`config.mk`:
```
export PLATFORM = sky130hd
export DESIGN_NAME = slave_comm_watchdog
export DESIGN_NICKNAME = d
export VERILOG_FILES = /design/src/slave_wd_pkg.sv /design/src/slave_comm_watchdog.sv /design/src/expiry_timer.sv
export SDC_FILE = /design/constraint.sdc
export NUM_CORES = 1
export LEC_CHECK = 0
export BUFFER_PORTS_ARGS = -buffer_cell sky130_fd_sc_hd__clkbuf_2
export CORE_AREA = 3 3 101 103
export DETAILED_ROUTE_END_ITERATION = 10
export DIE_AREA = 0 0 104 106
export GPL_TIMING_DRIVEN = 0
export PLACE_DENSITY = 0.84
export SLEW_MARGIN = 20
export SYNTH_ARGS = -nofsm -noshare
export SYNTH_HDL_FRONTEND = slang
export SYNTH_SLANG_ARGS = --single-unit
export TNS_END_PERCENT = 5
```
`constraint.sdc`:
```
create_clock -name clk_sys_i -period 4.2 [get_ports clk_sys_i]
set_clock_uncertainty 0.1 [all_clocks]
set_input_delay 0.63 -clock clk_sys_i [delete_from_list [all_inputs] [get_ports clk_sys_i]]
set_output_delay 0.63 -clock clk_sys_i [all_outputs]
set_load 0.01 [all_outputs]
```
`src/slave_wd_pkg.sv`:
```
/*
 * Constants for the slave communication watchdog block.
 * Assumes a 20 MHz system clock; times are held in microseconds.
 */
package slave_wd_pkg;
    // =========================================================
    // timing
    localparam int unsigned CLK_PERIOD_NS = 50;
    localparam int unsigned MON_TIMEOUT_US = 40960;
    localparam int unsigned MON_TOL_PCT = 5;
    localparam int unsigned TOG_TIMEOUT_US = 327000;
    localparam int unsigned TOG_TOL_US = 16000;
    localparam int unsigned OVL_LIMIT_US = 2000000;
    // expiry placed mid-tolerance window
    localparam int unsigned MON_CYCLES =
        (MON_TIMEOUT_US * 1000 / CLK_PERIOD_NS) * (200 + MON_TOL_PCT) / 200;
    localparam int unsigned TOG_CYCLES =
        (TOG_TIMEOUT_US + TOG_TOL_US / 2) * 1000 / CLK_PERIOD_NS;
    localparam int unsigned OVL_CYCLES =
        OVL_LIMIT_US * (1000 / CLK_PERIOD_NS);
    // =========================================================
    // codes and field positions
    localparam logic [3:0] QUAD_IO_PROFILE = 4'ha;
    localparam int unsigned SELECTOR_BIT = 3;
    localparam int unsigned RESET_PULSE_CYCLES = 4;
    localparam int unsigned CNT_W = 26;
endpackage : slave_wd_pkg

```
`src/slave_comm_watchdog.sv`:
```
/*
 * Slave supervision: communication monitor and watchdog, nibble
 * toggle watchdog, extension code protection and overload latch.
 * Assumes request strobes are one-cycle pulses from the protocol
 * engine on clk_sys_i; parameter_port_zero and overload come from
 * pins and are synchronised here.
 */
module slave_comm_watchdog
    import slave_wd_pkg::*;
#(
    parameter int unsigned MON_LIMIT = MON_CYCLES,
    parameter int unsigned TOG_LIMIT = TOG_CYCLES,
    parameter int unsigned OVL_LIMIT = OVL_CYCLES
) (
    input wire logic clk_sys_i,
    input wire logic rst_b_i,
    input wire logic [4:0] slave_address_i,
    input wire logic data_exchange_i,
    input wire logic write_parameter_i,
    input wire logic delete_address_i,
    input wire logic nibble_toggle_bit_i,
    input wire logic watchdog_enable_i,
    input wire logic port_gated_watchdog_enable_i,
    input wire logic parameter_port_zero_i,
    input wire logic [3:0] slave_profile_code_i,
    input wire logic extended_quad_io_select_i,
    input wire logic extended_address_mode_i,
    input wire logic ext_code_protect_flag_i,
    input wire logic [3:0] user_ext_code_i,
    input wire logic [3:0] factory_ext_code_i,
    input wire logic read_ext_code_i,
    input wire logic write_ext_code_i,
    input wire logic [3:0] write_ext_data_i,
    input wire logic supply_overload_i,
    output logic red_status_led_o,
    output logic watchdog_reset_o,
    output logic exchange_disable_o,
    output logic monitor_active_o,
    output logic toggle_active_o,
    output logic [3:0] ext_code_resp_o,
    output logic ext_code_resp_valid_o,
    output logic ext_code_nv_write_o,
    output logic [3:0] ext_code_nv_data_o,
    output logic shutdown_o
);
    // =========================================================
    // pin synchronisers
    logic p0_meta_q, p0_q, ovl_meta_q, ovl_q;

    always_ff @(posedge clk_sys_i or negedge rst_b_i) begin
        if (!rst_b_i) begin
            p0_meta_q <= 1'b0;
            p0_q <= 1'b0;
            ovl_meta_q <= 1'b0;
            ovl_q <= 1'b0;
        end else begin
            p0_meta_q <= parameter_port_zero_i;
            p0_q <= p0_meta_q;
            ovl_meta_q <= supply_overload_i;
            ovl_q <= ovl_meta_q;
        end
    end

    // =========================================================
    // common terms
    logic addr_ok, wd_mode, quad_armed, exch_req, data_out_ev;
    logic wd_reset_req, mon_expired, tog_expired, tog_edge;
    logic mon_active_q, tog_active_q, nts_q, led_q, tog_bit_q;
    logic [2:0] rst_cnt_q;
    logic blocked_q;

    assign addr_ok = slave_address_i != 5'h00;
    assign wd_mode = watchdog_enable_i
        || (port_gated_watchdog_enable_i && p0_q);
    assign quad_armed = (slave_profile_code_i == QUAD_IO_PROFILE)
        && extended_quad_io_select_i && wd_mode;
    assign exch_req = data_exchange_i || write_parameter_i;
    // blocked exchanges carry no output event
    assign data_out_ev = data_exchange_i && !blocked_q;
    assign tog_edge = data_out_ev && (nibble_toggle_bit_i != tog_bit_q);

    // =========================================================
    // communication monitor
    always_ff @(posedge clk_sys_i or negedge rst_b_i) begin
        if (!rst_b_i) begin
            mon_active_q <= 1'b0;
        end else if (delete_address_i || wd_reset_req) begin
            mon_active_q <= 1'b0;
        end else if (write_parameter_i && addr_ok) begin
            mon_active_q <= 1'b1;
        end
    end

    expiry_timer #(
        .LIMIT(MON_LIMIT)
    ) u_mon_timer (
        .clk_sys_i(clk_sys_i),
        .rst_b_i(rst_b_i),
        .run_i(mon_active_q && !nts_q),
        .restart_i(exch_req),
        .expired_o(mon_expired)
    );

    // no-exchange status; request wins over expiry
    always_ff @(posedge clk_sys_i or negedge rst_b_i) begin
        if (!rst_b_i) begin
            nts_q <= 1'b0;
        end else if (!mon_active_q || exch_req || delete_address_i) begin
            nts_q <= 1'b0;
        end else if (mon_expired) begin
            nts_q <= 1'b1;
        end
    end

    always_ff @(posedge clk_sys_i or negedge rst_b_i) begin
        if (!rst_b_i) begin
            led_q <= 1'b0;
        end else begin
            led_q <= nts_q;
        end
    end

    // =========================================================
    // nibble toggle watchdog
    always_ff @(posedge clk_sys_i or negedge rst_b_i) begin
        if (!rst_b_i) begin
            tog_active_q <= 1'b0;
        end else if (delete_address_i || wd_reset_req) begin
            tog_active_q <= 1'b0;
        end else if (data_out_ev && addr_ok) begin
            tog_active_q <= 1'b1;
        end
    end

    always_ff @(posedge clk_sys_i or negedge rst_b_i) begin
        if (!rst_b_i) begin
            tog_bit_q <= 1'b0;
        end else if (data_out_ev) begin
            tog_bit_q <= nibble_toggle_bit_i;
        end
    end

    expiry_timer #(
        .LIMIT(TOG_LIMIT)
    ) u_tog_timer (
        .clk_sys_i(clk_sys_i),
        .rst_b_i(rst_b_i),
        .run_i(tog_active_q && quad_armed),
        .restart_i(tog_edge || (data_out_ev && !tog_active_q)),
        .expired_o(tog_expired)
    );

    // =========================================================
    // unconditioned reset sequence
    assign wd_reset_req = (mon_expired && wd_mode && !nts_q)
        || tog_expired;

    always_ff @(posedge clk_sys_i or negedge rst_b_i) begin
        if (!rst_b_i) begin
            rst_cnt_q <= 3'h0;
        end else if (wd_reset_req) begin
            rst_cnt_q <= 3'(RESET_PULSE_CYCLES);
        end else if (rst_cnt_q != 3'h0) begin
            rst_cnt_q <= rst_cnt_q - 3'h1;
        end
    end

    // exchange stays blocked until a fresh parameter write
    always_ff @(posedge clk_sys_i or negedge rst_b_i) begin
        if (!rst_b_i) begin
            blocked_q <= 1'b0;
        end else if (wd_reset_req) begin
            blocked_q <= 1'b1;
        end else if (write_parameter_i) begin
            blocked_q <= 1'b0;
        end
    end

    // =========================================================
    // extension code protection
    logic [3:0] read_word, prot_mask;
    logic write_ok;
    logic [3:0] resp_q, nv_data_q;
    logic resp_v_q, nv_wr_q;

    always_comb begin
        prot_mask = 4'hf;
        if (extended_address_mode_i) begin
            prot_mask[SELECTOR_BIT] = 1'b0;
        end
        if (ext_code_protect_flag_i) begin
            read_word = (factory_ext_code_i & prot_mask)
                | (user_ext_code_i & ~prot_mask);
            write_ok = ((write_ext_data_i ^ factory_ext_code_i)
                & prot_mask) == 4'h0;
        end else begin
            read_word = user_ext_code_i;
            write_ok = 1'b1;
        end
    end

    always_ff @(posedge clk_sys_i or negedge rst_b_i) begin
        if (!rst_b_i) begin
            resp_q <= 4'h0;
            resp_v_q <= 1'b0;
        end else if (read_ext_code_i) begin
            resp_q <= read_word;
            resp_v_q <= 1'b1;
        end else if (write_ext_code_i && write_ok) begin
            resp_q <= write_ext_data_i;
            resp_v_q <= 1'b1;
        end else begin
            resp_v_q <= 1'b0;
        end
    end

    always_ff @(posedge clk_sys_i or negedge rst_b_i) begin
        if (!rst_b_i) begin
            nv_wr_q <= 1'b0;
            nv_data_q <= 4'h0;
        end else begin
            nv_wr_q <= write_ext_code_i && write_ok
                && !read_ext_code_i;
            if (write_ext_code_i && write_ok) begin
                nv_data_q <= write_ext_data_i;
            end
        end
    end

    // =========================================================
    // overload shutdown latch
    logic [CNT_W-1:0] ovl_cnt_q;
    logic shut_q;

    always_ff @(posedge clk_sys_i or negedge rst_b_i) begin
        if (!rst_b_i) begin
            ovl_cnt_q <= '0;
        end else if (!ovl_q) begin
            ovl_cnt_q <= '0;
        end else if (ovl_cnt_q != CNT_W'(OVL_LIMIT)) begin
            ovl_cnt_q <= ovl_cnt_q + CNT_W'(1);
        end
    end

    // released only by power-on reset
    always_ff @(posedge clk_sys_i or negedge rst_b_i) begin
        if (!rst_b_i) begin
            shut_q <= 1'b0;
        end else if (ovl_cnt_q == CNT_W'(OVL_LIMIT)) begin
            shut_q <= 1'b1;
        end
    end

    // =========================================================
    // outputs
    assign red_status_led_o = led_q;
    assign watchdog_reset_o = rst_cnt_q != 3'h0;
    assign exchange_disable_o = blocked_q;
    assign monitor_active_o = mon_active_q;
    assign toggle_active_o = tog_active_q;
    assign ext_code_resp_o = resp_q;
    assign ext_code_resp_valid_o = resp_v_q;
    assign ext_code_nv_write_o = nv_wr_q;
    assign ext_code_nv_data_o = nv_data_q;
    assign shutdown_o = shut_q;

    // =========================================================
    // checks
    led_follows_a: assert property (@(posedge clk_sys_i)
        disable iff (!rst_b_i) nts_q |=> red_status_led_o)
        else $error("led not on after no-exchange status");
    req_clears_a: assert property (@(posedge clk_sys_i)
        disable iff (!rst_b_i) exch_req |=> !nts_q ##1 !red_status_led_o)
        else $error("request did not clear status");
    mon_start_a: assert property (@(posedge clk_sys_i)
        disable iff (!rst_b_i)
        $rose(mon_active_q) |-> $past(write_parameter_i) && $past(addr_ok))
        else $error("monitor started without parameter write");
    mon_stop_a: assert property (@(posedge clk_sys_i)
        disable iff (!rst_b_i) delete_address_i |=> !monitor_active_o)
        else $error("monitor active after address delete");
    wd_reset_a: assert property (@(posedge clk_sys_i)
        disable iff (!rst_b_i) wd_reset_req |=>
        watchdog_reset_o [*4] ##1 !watchdog_reset_o)
        else $error("reset pulse length wrong");
    block_hold_a: assert property (@(posedge clk_sys_i)
        disable iff (!rst_b_i)
        exchange_disable_o && !write_parameter_i && !wd_reset_req
        |=> exchange_disable_o)
        else $error("exchange unblocked without parameter write");
    tog_start_a: assert property (@(posedge clk_sys_i)
        disable iff (!rst_b_i)
        $rose(tog_active_q) |-> $past(data_out_ev) && $past(addr_ok))
        else $error("toggle watchdog started without output event");
    tog_stop_a: assert property (@(posedge clk_sys_i)
        disable iff (!rst_b_i) delete_address_i |=> !toggle_active_o)
        else $error("toggle watchdog active after delete");
    drop_write_a: assert property (@(posedge clk_sys_i)
        disable iff (!rst_b_i)
        write_ext_code_i && !read_ext_code_i && !write_ok
        |=> !ext_code_nv_write_o && !ext_code_resp_valid_o)
        else $error("mismatched protected write not dropped");
    open_write_a: assert property (@(posedge clk_sys_i)
        disable iff (!rst_b_i)
        write_ext_code_i && !read_ext_code_i && !ext_code_protect_flag_i
        |=> ext_code_nv_write_o && ext_code_resp_valid_o)
        else $error("unprotected write not answered");
    shut_latch_a: assert property (@(posedge clk_sys_i)
        disable iff (!rst_b_i) shutdown_o |=> shutdown_o)
        else $error("shutdown released");
endmodule : slave_comm_watchdog

```
`src/expiry_timer.sv`:
```
/*
 * Restartable cycle counter with a one-cycle expiry pulse.
 * Assumes a single clock domain and an active-low async reset.
 */
module expiry_timer
    import slave_wd_pkg::*;
#(
    parameter int unsigned LIMIT = 1000
) (
    input wire logic clk_sys_i,
    input wire logic rst_b_i,
    input wire logic run_i,
    input wire logic restart_i,
    output logic expired_o
);
    logic [CNT_W-1:0] count_q;

    always_ff @(posedge clk_sys_i or negedge rst_b_i) begin
        if (!rst_b_i) begin
            count_q <= '0;
        end else if (!run_i || restart_i) begin
            count_q <= '0;
        end else if (count_q != CNT_W'(LIMIT)) begin
            count_q <= count_q + CNT_W'(1);
        end
    end

    // pulse once as the count lands on the limit
    assign expired_o = run_i && !restart_i
        && (count_q == CNT_W'(LIMIT - 1));
endmodule : expiry_timer

```
==> impl_metrics.py <==
metrics = {
    "logic_synthesis": {
        "ys_seq_area_frac": 0.493,
        "postSynthNetCount": 548,
        "netlist_instances": 504,
        "ys.warnings.count": 0,
        "synth.cell_area_um2": 5170,
        "synth_seq_cells": 102,
        "yosys.cell_types.count": 46,
        "syn_avg_cell_area_um2": 10.3,
    },
    "die": {
        "floorplan.initialDensity": 0.557,
        "core_area_um2": 9280,
        "rows": 35,
        "design.die.area_um2": 11000,
        "ioPinCount": 52,
        "die_w_um": 104,
        "die_h_um": 106,
    },
    "timing": {
        "final-hold-violation-count": 0,
        "setup_slack_ps": 1990,
        "fin_hold_ws_ps": 89.7,
        "unrepaired_setup_endpoints_after_global_routing": "no",
        "final_min_period_over_clock_period": 0.526,
        "slew-limit-headroom": 0.535,
        "max_freq_mhz": 453,
        "finalSetupViolCount": 0,
        "final.min_clock_period_ps": 2210,
        "worst_pin_slew_ps": 696,
        "setup_tns_ps": 0,
        "slew_viol_final": 0,
    },
    "grt": {
        "global_route.usage.total": 0.198,
        "antenna_found_initial": 0,
        "grt_first_pass_wirelength_um": 18300,
        "grt_max_degree": 56,
        "number_of_global_route_vias_before_repair": 4020,
        "grt-ovfl-total": 0,
    },
    "worst_setup_path": {
        "crit_path_max_fanout": 7,
        "cpMaxStageDelayCell": "sky130_fd_sc_hd__or4_1",
        "worst-endpoint-arrival_ps": 2360,
        "setup.worst_path.class": "register to register",
        "cp_data_required_time_ps": 4350,
        "worst_path_dominant_cell_family": "simple AND/OR/NAND/NOR gates",
        "worstSetupEndpointType": "register",
        "cp_num_cells": 5,
        "ff2ff_setup_slack_ps": 1990,
        "crit-reg2reg-launch": "u_mon_timer.count_q[13]",
        "worst-path-buf-inv": 0,
        "rr_endpoint": "u_mon_timer.count_q[1]",
        "worstPathCellList": "or4_1 > nor4_2 > and4_4 > mux2i_1 > nor2_1",
        "worst_setup_path_start_kind": "register",
        "rr_worst_depth": 5,
        "critical-path-max-stage-delay_ps": 540,
    },
    "clock_network": {
        "numCtsBuffers": 9,
        "post_cts_clock_slew_at_the_launch_and_capture_registers_of_the_worst_setup_and_hold_paths_ps": 110,
        "clockRootBuffer": "sky130_fd_sc_hd__clkbuf_8",
        "post_cts_resize_count": 0,
        "cts_tree": "yes",
        "cts_hold_repair.buffers": 0,
        "cts-root-to-sink-buffers": 2,
        "h-tree-depth": 3,
        "clkLatencyLatePin_ps": 370,
        "tritoncts_num_sinks": 102,
        "cts_setup_buffers": 0,
    },
    "power": {
        "worst_ir_drop_vdd_uv": 243,
        "cellInternalPower_mw": 1.29,
        "p_total_mw": 1.74,
        "seqPwrFrac": 0.586,
        "clock_group_share_of_total_power": 0.342,
        "power.share.switching": 0.260,
        "pwrdens_nw_per_um2": 300,
        "power.net_switching_mw": 0.452,
        "cellLeakagePower_nw": 2.47,
        "comb_power_share": 0.072,
    },
    "drt": {
        "dr_total_vias": 3880,
        "drt.antenna.violating_nets": 0,
        "initialDrtViolationCount": 193,
        "route.detailed.vias_per_inst": 5.55,
        "routed_wirelength_um": 10300,
        "routed_wire_length_per_instance_um": 14.8,
        "post-route-drc-count": 0,
        "drt_first_pass_iters": 4,
    },
    "place": {
        "post_dp_hpwl_um": 7430,
        "placedCellCount": 683,
        "dpl-instance-area_um2": 5620,
        "dp_worst_setup_slack_ps": 1550,
        "place.port_buffers": 49,
        "replace_congestion": 0.850,
    },
    "finish": {
        "number_of_non_filler_instances_in_the_completed_layout": 699,
        "seqCellArea_um2": 2550,
        "final_layout_size_suffix_gt1_frac": 0.149,
        "finish.net_count": 609,
        "multi_input_area_um2": 2510,
        "design_area_um2": 5810,
        "diodes": 0,
        "final_util": 0.625,
        "fillerInstances": 777,
        "layout-area-overhead-vs-synth_pct": 12.2,
    },
    "status": {
        "outcome": "finished, final reports clean",
    },
    "job": {
        "cap_viol_max_count": 0,
    },
    "hold_path": {
        "worstHoldPathType": "primary input to async pin",
    },
}
-- sequential cells by signal, summed over array words and instances (netlist names), 3 cells and up --
name / count
rst_cnt_q: 3
ext_code_resp_o: 4
u_tog_timer.count_q: 26
ext_code_nv_data_o: 4
u_mon_timer.count_q: 26
ovl_cnt_q: 26
-- worst max path at each step --
stage                         endpoint               startpoint
2_1_floorplan         monitor_active_o  slave_profile_code_i[0]
3_3_place_gp   u_tog_timer.count_q[16]                  rst_b_i
3_5_place_dp          monitor_active_o  slave_profile_code_i[3]
4_1_cts                   rst_cnt_q[2]  slave_profile_code_i[3]
5_1_grt                toggle_active_o  slave_profile_code_i[3]
6_report        u_mon_timer.count_q[1]  u_mon_timer.count_q[13]
-- synth_stat cells, drive strengths merged --
cell type | instances | area [um2]
nor4b | 4 | 41.3
nor2 | 55 | 206
a31o | 1 | 8.76
or3b | 2 | 17.5
xor2 | 32 | 280
nor4bb | 3 | 30.0
dfrtp | 102 | 2550
a211o | 1 | 8.76
and2 | 24 | 150
or4 | 1 | 7.51
mux2 | 5 | 56.3
a21oi | 8 | 40.0
clkbuf | 10 | 40.0
nand4b | 1 | 8.76
and4 | 10 | 90.1
o21a | 1 | 7.51
a211oi | 1 | 7.51
or2 | 1 | 6.26
nor4 | 20 | 168
nand2 | 29 | 109
nand4 | 22 | 138
or3 | 5 | 31.3
mux2i | 15 | 150
inv | 15 | 56.3
a31oi | 1 | 6.26
a21boi | 2 | 15.0
a21o | 3 | 22.5
ha | 8 | 100
buf | 4 | 15.0
nor2b | 6 | 37.5
xnor2 | 40 | 350
nor3 | 13 | 65.1
nand3 | 33 | 165
nand2b | 6 | 37.5
or4bb | 1 | 11.3
or4b | 1 | 10.0
nor3b | 2 | 15.0
o2111ai | 1 | 15.0
and3 | 8 | 50.1
o21ai | 6 | 30.0
o41ai | 1 | 16.3
-- layout make-up --
| cell class | count | area share |
|---|---|---|
| plain buffers | 14 | 0.00948 |
| clock buffers | 9 | 0.0213 |
| clock inverters | 7 | 0.0114 |
| inverters | 15 | 0.00970 |
| multi-input cells | 373 | 0.432 |
| flip-flops and latches | 102 | 0.440 |
| well taps | 129 | 0.0278 |
| repair buffers | 50 | 0.0485 |
-- logic make-up (layout without fill, tap and decap cells) --
logic type,Yosys count,count (layout),synth area share
AO/OA/AOI/OAI,26,26,0.0343
XOR/XNOR,72,72,0.122
AND/OR/NAND/NOR,247,247,0.270
adder cells (fa/ha/maj),8,8,0.0193
multiplexers,20,20,0.0399
flip-flops,102,102,0.493
buffers and inverters,29,95,0.0215
-- layer usage --
layer / track usage / vias to the layer above / routed length (um) / part of all wire
met4: 0.0399 / 0 / 58 / 0.0056
met3: 0.0376 / 8 / 468 / 0.045
met1: 0.267 / 1890 / 4760 / 0.46
met2: 0.338 / 106 / 5030 / 0.49
li1: - / 1876 / - / -
met5: 0 / - / 0 / 0
-- cells in the final DEF, fill, tap and decap left out, drive strengths merged, types with 3 or more instances in the layout --
| cell type | count |
|---|---|
| ha | 8 |
| and4 | 10 |
| a21o | 3 |
| nand2 | 29 |
| nand3 | 33 |
| xor2 | 32 |
| buf | 5 |
| xnor2 | 40 |
| a21oi | 8 |
| nor2b | 6 |
| or3 | 5 |
| clkbuf | 68 |
| o21ai | 6 |
| mux2i | 15 |
| inv | 19 |
| and2 | 24 |
| nand4 | 22 |
| nor2 | 55 |
| dfrtp | 102 |
| nor4 | 20 |
| nor4bb | 3 |
| nand2b | 6 |
| and3 | 8 |
| mux2 | 5 |
| nor3 | 13 |
| nor4b | 4 |
-- power by group through the flow --
stage	combinational (mW)	clock (mW)	sequential [mW]
after detailed placement	0.130	0	1.04
final	0.126	0.596	1.02
after CTS	0.130	0.615	1.02
after global placement	0.120	0	1.04
after floorplan	0.0489	0	1.05
after global routing	0.141	0.650	1.02
Note: power is estimated with default switching activity, not from simulation.
